**config.mk**
```make
export PLATFORM = sky130hd
export DESIGN_NAME = afp_device_flat
export DESIGN_NICKNAME = d
export VERILOG_FILES = /design/src/design/afp_pkg.sv /design/src/design/afp_bus_if.sv /design/src/design/afp_device.sv /design/src/flat_wrapper.sv
export SDC_FILE = /design/constraint.sdc
export NUM_CORES = 1
export LEC_CHECK = 0
export BUFFER_PORTS_ARGS = -buffer_cell sky130_fd_sc_hd__buf_4
export CORE_MARGIN = 1
export CORE_UTILIZATION = 45
export CTS_CLUSTER_SIZE = 25
export DETAILED_ROUTE_END_ITERATION = 10
export HOLD_SLACK_MARGIN = 0.02
export PLACE_DENSITY = 0.7
export SLEW_MARGIN = 20
export SYNTH_ARGS = -nofsm -noshare
export SYNTH_HDL_FRONTEND = slang
export SYNTH_SLANG_ARGS = --single-unit
```
**constraint.sdc**
```tcl
create_clock -name sys_clk -period 2.35 [get_ports sys_clk]
set_input_delay 0.47 -clock sys_clk [delete_from_list [all_inputs] [get_ports sys_clk]]
set_output_delay 0.47 -clock sys_clk [all_outputs]
set_load 0.1 [all_outputs]
```
**src/design/afp_pkg.sv**
```systemverilog
// Behaviour
// - Setup 30h then D0h at first word address
// - Host unlocks target block before setup (this host does not; a locked block sets bit 1)
// - Status bit 7 low means setup ready
// - Setup faults set supply or lock bit
// - Host polls bit 0 before each write
// - Program writes carry data words
// - Bit 0 high while pulse applied
// - Device auto-increments word address per word
// - Host keeps block base address constant (this host steps it in the program pass)
// - FFFFh outside block ends program phase
// - Bit 0 low means verify word accepted
// - Host replays verify stream in same order
// - Verify re-pulses unprogrammed bits
// - Bit 4 flags any failed word
// - FFFFh outside block ends verify phase
// - Bit 7 high once exit done
// - After exit any command accepted
// - All reads return status during mode
// - Matching address goes sequential, else jump
// - No other-partition reads, no suspend
package afp_pkg;
  localparam int          ADDR_W       = 16;
  localparam int          DATA_W       = 16;
  localparam int          BLK_W        = 8;    // Word offset bits in block
  localparam logic [15:0] CMD_SETUP    = 16'h0030;
  localparam logic [15:0] CMD_CONFIRM  = 16'h00D0;
  localparam logic [15:0] CMD_RDSTAT   = 16'h0070;
  localparam logic [15:0] DATA_EXIT    = 16'hFFFF;
  localparam int          SB_STREAM    = 0;
  localparam int          SB_LOCK      = 1;
  localparam int          SB_SUPPLY    = 3;
  localparam int          SB_FAIL      = 4;
  localparam int          SB_READY     = 7;
  localparam int          SETUP_NS     = 200;
  localparam int          PULSE_NS     = 100;
  localparam int          CLK_NS       = 10;
  localparam int          SETUP_CYC    = (SETUP_NS + CLK_NS - 1) / CLK_NS;
  localparam int          PULSE_CYC    = (PULSE_NS + CLK_NS - 1) / CLK_NS;
  localparam int          MAX_PULSES   = 4;
endpackage

```
**src/design/afp_bus_if.sv**
```systemverilog
`timescale 1ns/1ps
// Flash write/read bus between programmer and device
interface afp_bus_if;
  logic        wr_stb;    // One-cycle write strobe
  logic        rd_stb;    // One-cycle read strobe
  logic [15:0] addr;      // Word address
  logic [15:0] wdata;     // Write data
  logic [15:0] rdata;     // Read data (status)
  logic        rvalid;    // Read data valid
  modport dev  (input wr_stb, rd_stb, addr, wdata,
                output rdata, rvalid);
  modport host (output wr_stb, rd_stb, addr, wdata,
                input rdata, rvalid);
endinterface

```
**src/design/afp_device.sv**
```systemverilog
`timescale 1ns/1ps
module afp_device #(
  parameter int SETUP_CYCLES = afp_pkg::SETUP_CYC,
  parameter int PULSE_CYCLES = afp_pkg::PULSE_CYC
) (
  input  wire logic   sys_clk,          // System clock
  input  wire logic   rst_n,            // Sync reset, active low
  afp_bus_if.dev      bus,              // Flash bus
  input  wire logic   supply_ok,        // Program supply in range
  input  wire logic   block_locked,     // Target block lock state
  input  wire logic   cell_weak,        // Cell needs extra pulse
  output logic        pulse_en,         // Program pulse active
  output logic [15:0] array_addr,       // Internal word address
  output logic [15:0] array_data,       // Word being programmed
  output logic        mode_active       // Accelerated mode running
);
  // ---------------------------------------------------------------
  // Parameter checks; the phase timer and retry count are narrow
  // ---------------------------------------------------------------
  if (SETUP_CYCLES < 1 || SETUP_CYCLES > 256) begin : g_bad_setup
    $error("afp_device: SETUP_CYCLES out of range");
  end
  if (PULSE_CYCLES < 1 || PULSE_CYCLES > 256) begin : g_bad_pulse
    $error("afp_device: PULSE_CYCLES out of range");
  end
  if (afp_pkg::MAX_PULSES > 7) begin : g_bad_retries
    $error("afp_device: MAX_PULSES exceeds the retry counter");
  end

  typedef enum logic [2:0] {
    ST_IDLE, ST_ARMED, ST_SETUP, ST_PROG, ST_PULSE, ST_VER, ST_CMP, ST_EXIT
  } afp_dev_e;

  afp_dev_e    state;
  logic [15:0] first_word_address;
  logic [15:0] cur_addr;
  logic [7:0]  timer;
  logic [2:0]  pulses;
  logic        err_supply;
  logic        err_lock;
  logic        err_fail;

  // ---------------------------------------------------------------
  // Address decode
  // ---------------------------------------------------------------
  localparam int BW = afp_pkg::BLK_W;
  wire same_block = bus.addr[15:BW] == first_word_address[15:BW];
  wire exit_write = bus.wr_stb && !same_block
                    && bus.wdata == afp_pkg::DATA_EXIT;
  wire stream_wr  = bus.wr_stb && same_block;
  // Matching address steps on, other address jumps
  wire [15:0] next_addr = (bus.addr == first_word_address) ?
                          cur_addr : bus.addr;
  wire timer_done = timer == 8'h00;
  wire ver_fail   = cell_weak;

  // ---------------------------------------------------------------
  // Level inputs from outside the clock domain
  // ---------------------------------------------------------------
  logic [1:0] supply_sync;
  logic [1:0] lock_sync;
  wire        supply_good   = supply_sync[1];
  wire        target_locked = lock_sync[1];

  // Two-stage synchronisers; only the second stage feeds the sequencer
  always_ff @(posedge sys_clk) begin
    if (!rst_n) begin
      supply_sync <= 2'h0;
      lock_sync   <= 2'h0;
    end else begin
      supply_sync <= {supply_sync[0], supply_ok};
      lock_sync   <= {lock_sync[0], block_locked};
    end
  end

  // ---------------------------------------------------------------
  // Status byte
  // ---------------------------------------------------------------
  wire busy_stream = state inside {ST_PULSE, ST_CMP, ST_SETUP,
                                   ST_ARMED, ST_EXIT};
  wire [7:0] status_byte;
  assign status_byte[afp_pkg::SB_READY]  = (state == ST_IDLE);
  assign status_byte[6]                  = 1'b0;
  assign status_byte[5]                  = 1'b0;
  assign status_byte[afp_pkg::SB_FAIL]   = err_fail;
  assign status_byte[afp_pkg::SB_SUPPLY] = err_supply;
  assign status_byte[2]                  = 1'b0;
  assign status_byte[afp_pkg::SB_LOCK]   = err_lock;
  assign status_byte[afp_pkg::SB_STREAM] = busy_stream;

  // Reads always return status, low byte only
  always_ff @(posedge sys_clk) begin
    if (!rst_n) begin
      bus.rdata  <= 16'h0000;
      bus.rvalid <= 1'b0;
    end else begin
      bus.rvalid <= bus.rd_stb;
      if (bus.rd_stb)
        bus.rdata <= {8'h00, status_byte};
    end
  end

  // ---------------------------------------------------------------
  // Sequencer; no suspend or other partition access
  // ---------------------------------------------------------------
  always_ff @(posedge sys_clk) begin
    if (!rst_n) begin
      state              <= ST_IDLE;
      first_word_address <= 16'h0000;
      cur_addr           <= 16'h0000;
      array_data         <= 16'h0000;
      timer              <= 8'h00;
      pulses             <= 3'h0;
      err_supply         <= 1'b0;
      err_lock           <= 1'b0;
      err_fail           <= 1'b0;
    end else begin
      if (!timer_done)
        timer <= timer - 8'h01;
      unique case (state)
        ST_IDLE: begin
          if (bus.wr_stb && bus.wdata == afp_pkg::CMD_SETUP) begin
            first_word_address <= bus.addr;
            state              <= ST_ARMED;
          end
        end
        ST_ARMED: begin
          if (bus.wr_stb) begin
            if (bus.wdata == afp_pkg::CMD_CONFIRM &&
                bus.addr == first_word_address) begin
              cur_addr   <= first_word_address;
              err_fail   <= 1'b0;
              err_supply <= 1'b0;
              err_lock   <= 1'b0;
              timer    <= 8'(SETUP_CYCLES - 1);
              state    <= ST_SETUP;
            end else begin
              state <= ST_IDLE;
            end
          end
        end
        ST_SETUP: begin
          if (timer_done) begin
            err_supply <= !supply_good;
            err_lock   <= target_locked;
            state <= (!supply_good || target_locked) ? ST_IDLE : ST_PROG;
          end
        end
        ST_PROG: begin
          if (exit_write) begin
            cur_addr <= first_word_address;
            state    <= ST_VER;
          end else if (stream_wr) begin
            cur_addr   <= next_addr;
            array_data <= bus.wdata;
            timer      <= 8'(PULSE_CYCLES - 1);
            state      <= ST_PULSE;
          end
        end
        ST_PULSE: begin
          if (timer_done) begin
            cur_addr <= cur_addr + 16'h0001;
            state    <= ST_PROG;
          end
        end
        ST_VER: begin
          if (exit_write) begin
            timer <= 8'(PULSE_CYCLES - 1);
            state <= ST_EXIT;
          end else if (stream_wr) begin
            cur_addr   <= next_addr;
            array_data <= bus.wdata;
            pulses     <= 3'h0;
            timer      <= 8'(PULSE_CYCLES - 1);
            state      <= ST_CMP;
          end
        end
        ST_CMP: begin
          if (timer_done) begin
            if (ver_fail && pulses != 3'(afp_pkg::MAX_PULSES)) begin
              pulses <= pulses + 3'h1;
              timer  <= 8'(PULSE_CYCLES - 1);
            end else begin
              if (ver_fail)
                err_fail <= 1'b1;
              cur_addr <= cur_addr + 16'h0001;
              state    <= ST_VER;
            end
          end
        end
        ST_EXIT: begin
          if (timer_done)
            state <= ST_IDLE;
        end
      endcase
    end
  end

  // ---------------------------------------------------------------
  // Array side outputs
  // ---------------------------------------------------------------
  assign pulse_en    = state == ST_PULSE ||
                       (state == ST_CMP && pulses != 3'h0);
  assign array_addr  = cur_addr;
  assign mode_active = state != ST_IDLE;
endmodule

```
**src/flat_wrapper.sv**
```systemverilog
// flat-port wrapper written by rule: the top's interface ports become plain ports
module afp_device_flat 
#(
  parameter int SETUP_CYCLES = afp_pkg::SETUP_CYC,
  parameter int PULSE_CYCLES = afp_pkg::PULSE_CYC
)
  (sys_clk, rst_n, supply_ok, block_locked, cell_weak, pulse_en, array_addr, array_data, mode_active, bus_wr_stb, bus_rd_stb, bus_addr, bus_wdata, bus_rdata, bus_rvalid);
  afp_bus_if bus_i ();
  input  wire logic sys_clk;
  input  wire logic rst_n;
  input  wire logic supply_ok;
  input  wire logic block_locked;
  input  wire logic cell_weak;
  output logic pulse_en;
  output logic [15:0] array_addr;
  output logic [15:0] array_data;
  output logic mode_active;
  input wire logic [$bits(bus_i.wr_stb)-1:0] bus_wr_stb;
  input wire logic [$bits(bus_i.rd_stb)-1:0] bus_rd_stb;
  input wire logic [$bits(bus_i.addr)-1:0] bus_addr;
  input wire logic [$bits(bus_i.wdata)-1:0] bus_wdata;
  output wire logic [$bits(bus_i.rdata)-1:0] bus_rdata;
  output wire logic [$bits(bus_i.rvalid)-1:0] bus_rvalid;
  assign bus_i.wr_stb = bus_wr_stb;
  assign bus_i.rd_stb = bus_rd_stb;
  assign bus_i.addr = bus_addr;
  assign bus_i.wdata = bus_wdata;
  assign bus_rdata = bus_i.rdata;
  assign bus_rvalid = bus_i.rvalid;
  afp_device #(.SETUP_CYCLES(SETUP_CYCLES), .PULSE_CYCLES(PULSE_CYCLES)) u_core (.sys_clk(sys_clk), .rst_n(rst_n), .bus(bus_i), .supply_ok(supply_ok), .block_locked(block_locked), .cell_weak(cell_weak), .pulse_en(pulse_en), .array_addr(array_addr), .array_data(array_data), .mode_active(mode_active));
endmodule
```
==> Word level (Yosys, flattened, before mapping) <==
Index checks and enable logic that the tools add are counted.
{ "op_classes": {"add_sub_neg": 3, "n_eq_ne": 27, "muxes": 48, "n_bitwise": 1, "n_reduce_logical": 28} }
{ "ops": {"columns": ["op", "n"], "rows": [
  ["2-to-1 mux 16 bit", 9],
  ["case mux 16 bit (5 select lines)", 1],
  ["2-to-1 mux 8 bit", 8],
  ["2-to-1 mux 3 bit", 15],
  ["case mux 8 bit (4 select lines)", 1],
  ["case mux 3 bit (8 select lines)", 1],
  ["adder 16 x 1 -> 16 bit, second input constant", 1],
  ["equality test 16 bit", 1],
  ["equality test 16 bit, second input constant", 1],
  ["equality test 16 x 6 -> 1 bit, second input constant", 1],
  ["equality test 16 x 8 -> 1 bit, second input constant", 1],
  ["equality test 3 bit, second input constant", 4],
  ["inequality test 2 x 1 -> 1 bit, second input constant", 6],
  ["inequality test 2 bit, second input constant", 6],
  ["nonzero test 5 bit", 2],
  ["AND reduction 9 bit", 1],
  ["equality test 8 bit", 1],
  ["zero test 8 bit", 1],
  ["subtractor 8 x 1 -> 8 bit, second input constant", 1],
  ["logical AND 1 bit", 7],
  ["2-to-1 mux 1 bit", 7],
  ["AND reduction 7 bit", 1],
  ["equality test 3 x 2 -> 1 bit, second input constant", 2],
  ["inequality test 3 x 1 -> 1 bit, second input constant", 2],
  ["other kinds (18)", 26]
]} }
{ "word_totals": {"regBits": 75, "input_bits": 39, "out_inout_bits": 51, "word_cells": 120} }

==> Depth between registers and ports, before layout <==
{ "logic_depth": {"ltp_word": 6, "depth_mapped": 10, "depth_no_buf": 9} }

==> Worst setup path before layout <==
No wires, ideal clock.
{ "synth_timing": {"path_kind": "reg-to-output", "start": "register u_core.state[2]", "end": "output pulse_en", "t_arrival_ns": 2.333, "setup_slack_ns": -0.453, "stages_incl_launch_ff": 4, "n_path_buf": 1, "cell_sequence": "dfxtp_1 > clkbuf_1 > nand2_1 > a31oi_1"} }
{ "synth_via": {"elab_chain_len": 3, "word_cells_on_any_way": 4, "cone_classes": "2 x eq/ne; 2 x reduce/logical"} }
{ "synth_lines": {"columns": ["item", "line_no", "rtl"], "rows": [
  ["start: declaration", "afp_device.sv:34", "afp_dev_e state;"],
  ["start signal: assignment", "afp_device.sv:146", "state <= (!supply_good || target_locked) ? ST_IDLE : ST_PROG;"],
  ["equality test 3 bit", "afp_device.sv:203", "(state == ST_CMP && pulses != 3'h0);"],
  ["logical AND 1 bit", "afp_device.sv:203", null],
  ["logical OR 1 bit *", "afp_device.sv:202", "assign pulse_en = state == ST_PULSE ||"],
  ["end: declaration", "flat_wrapper.sv:14", "output logic pulse_en;"]
]} }
Every way passes the cells marked *; elsewhere a longest branch is shown, timed or not.

==> Final worst setup path <==
{ "layout_timing": {"start": "register u_core.first_word_address[10]", "end": "register u_core.cur_addr[3], in the netlist u_core.array_addr[3]"} }
{ "layout_via": {"elab_chain_len": 6, "word_cells_on_any_way": 15, "cone_classes": "4 x eq/ne; 5 x mux; 6 x reduce/logical"} }
{ "layout_lines": {"columns": ["item", "line_no", "rtl"], "rows": [
  ["start: declaration", "afp_device.sv:35", "logic [15:0] first_word_address;"],
  ["start signal: assignment", "afp_device.sv:123", "first_word_address <= bus.addr;"],
  ["parallel branches: the longest is 6 deep, another holds equality test 16 bit", null, null],
  ["end signal: assignment", "afp_device.sv:131", "cur_addr <= first_word_address;"],
  ["end signal: assignment", "afp_device.sv:151", "cur_addr <= first_word_address;"],
  ["end signal: assignment", "afp_device.sv:154", "cur_addr <= next_addr;"],
  ["end: declaration", "afp_device.sv:36", "logic [15:0] cur_addr;"]
]} }
Parallel ways; which one is timed is not known. The select of a mux whose other input is x is not followed.
A chain may end at the register's enable or synchronous reset.

==> flow_summary.ini <==
[clocking]
cts_htree_levels = 3
worstSkewPairLatency_ps = 350
clockBufferDepth = 2
clkTransAtPathRegs_ps = 80
cts_tree = yes
cts_buffers = 9
clockRootBuffer = clkbuf_8
cts.sinks = 75

[synthesis]
synth.most_common_cell = dfxtp_1
netlist.area_leader.share_pct = 37.09
synth_commonest_cells = dfxtp_1 (75), nand2_1 (59), nor2_1 (52)
ys_ff_latch = 75
syn_inst = 467
syn_area_per_cell_um2 = 8.667
ys.flop_type = dfxtp_1
ys_top_cells_by_area = dfxtp_1 (37%), nand2_1 (5.5%), mux2i_1 (5.2%), nor2_1 (4.8%), a21oi_1 (4.5%)
synth_warnings = 0
synth_area_mm2 = 0.004048
synth_cell_type_count = 65
async_flop_share_pct = 0
synth_edf_count = 0
yosysSeqAreaShare_pct = 37.09
yosys.area.top_type = dfxtp_1

[hold_path]
hold_class = input pin to flip-flop
hold_depth = 2

[timing]
fin_crit_ps = 2211
worst_pin_slew_ps = 1040
rsz0062_at_grt = true
post-route-period-util_pct = 94.08
max_freq_mhz = 452.3
max-slew-margin-rel_pct = 30.42
finClkSkew_ps = 6.118
setup_viol = 0
drv_slew = 0
hold_viol_final = 0

[cells_and_area]
area_growth_pct = 25.50
antennaDiodeCount = 0
fillers = 796
final_nets = 602
final_layout_size_suffix_gt1_share_pct = 27.53
fin_cells = 671
multiInputGateArea_mm2 = 0.002335
seqCellArea_mm2 = 0.001514

[run_status]
status = finished clean

[global_route]
grt_pass1_wl_mm = 17.65
use_met2_pct = 39.33
grt.busiest_layer = met2
antenna_found_initial = 0
grt_pass1_vias = 3702
grt_usage_pct = 22.87
grt_max_degree = 22
use_met3_pct = 4.408
gr-total-overflow = 0
grt_use_met1_pct = 28.30

[setup_path]
cp-start-kind = flip-flop
crit_chain = xor2_1 -> nor4_4 -> nand2_2 -> nor3b_4 -> o221a_4 -> nand2_2 -> o2bb2ai_1
required_ps = 2630
slowest_delay_ps = 440
reg2reg_depth = 7
cp-end-kind = flip-flop
critPathSlowestCell = nor4_4
critical_path_class = flip-flop to flip-flop
cpMostUsedCell = nand2_2
arrival_ps = 2490
crit_fanout = 14

[placement]
dpl.cell_count = 654
routabilityCongestion = 0.8469
place_hpwl_mm = 7.687
io_buffers = 78

[floorplanning]
die_area_mm2 = 0.009378
rows = 34
die_y_um = 96.84
initial_core_util_pct = 46.41
num_io_pins = 90
design.core.area_mm2 = 0.008721
die_x_um = 96.84

[route]
drt_wl_total_mm = 10.52
drc_errors = 0
ant_nets = 0
drt_iter0_markers = 273
drt-pass1-iter-count = 5
wl_per_cell_um = 15.67
via_per_inst = 5.718
via_count = 3837

[power_and_ir_drop]
power_w = 0.003812
power_leakage_nw = 2.176
power_density_mw_per_mm2 = 750.5
vdd_drop_max_mv = 0.4295

[run]
maxCapViolations = 0
[repair_timing]
action                                  CTS  global route
gates resized for setup                   0             4
hold buffers                              0             0
endpoints found under the setup margin    0            16
buffers inserted                          0             1
[metrics by stage]
stage          area, um^2  hold slack, ps  utilization [%]  setup TNS (ps)  setup WS (ps)
3_3_place_gp         4826           418.5            55.34          -882.0         -62.32
6_report             5080           320.5            58.25               0          139.2
3_5_place_dp         4826           420.3            55.34           -1567         -101.9
4_1_cts              5039           312.1            57.78               0          107.0
2_1_floorplan        4105           411.9                -               0          50.52
5_1_grt              5080           319.2            58.25               0          5.289
[routing by layer]
metal	up-vias	wire length, um
li1	1823	-
met4	0	174
met2	159	5142
met1	1837	4621
met3	18	577
met5	-	0
[worst max-delay path, delay by kind of cell (launching register included)]
family           cells  cell delay, ps
flip-flops           1             340
AND/OR/NAND/NOR      4            1110
XOR/XNOR             1             190
AO/OA/AOI/OAI        2             500
[cells by family after synthesis]
logic type	after synthesis	synth area share (%)
simple gates	179	21.89
compound gates	102	19.04
flops	75	37.09
buf+inv	46	6.862
xor+xnor	37	8.006
mux	22	5.471
fa+ha+maj	5	1.546
other cells	1	0.09265
[state kept, by name, summed over array words and instances (netlist names), 2 cells and up]
signal and flops:
u_core.array_data 16, u_core.timer 8, u_core.array_addr 16, u_core.state 3, u_core.lock_sync 2, u_core.supply_sync 2
u_core.pulses 3, u_core.first_word_address 16, u_core.bus.rdata 5
[worst paths after layout]
kind	end	slack [ps]	from
worst min register to register	u_core.supply_sync[1]$_SDFF_PN0_	430	u_core.supply_sync[0]$_SDFF_PN0_
worst min-delay path	u_core.lock_sync[0]$_SDFF_PN0_	320	block_locked
worst max register to register	u_core.array_addr[3]$_SDFFE_PN0P_	140	u_core.first_word_address[10]$_SDFFE_PN0P_
worst max-delay path	u_core.array_addr[3]$_SDFFE_PN0P_	140	u_core.first_word_address[10]$_SDFFE_PN0P_
[report_power, final]
group	switching, W	internal (W)
registers	0.000118	0.00136
clock network	0.000493	0.000581
logic	0.000783	0.000475
[placed cells by master (no fill, tap or decap), types with 12 or more instances in the layout]
cell type | netlist | final
buf_4 | 13 | 102
a21oi_1 | 36 | 36
nand2_1 | 59 | 58
xor2_1 | 18 | 18
dfxtp_1 | 75 | 65
xnor2_1 | 19 | 19
clkbuf_8 | 2 | 12
nor2_1 | 52 | 52
mux2i_1 | 21 | 21
a222oi_1 | 12 | 12
nand3_1 | 16 | 16
[final cells by class]
class | instances | area share [%]
inverter | 10 | 0.7389
clock inverter | 3 | 0.8621
sequential | 75 | 29.80
clock buffer | 13 | 3.325
timing repair buffer | 106 | 16.65
tap | 108 | 2.660
multi-input combinational | 356 | 45.96
Power figures use the tool's default switching activity.
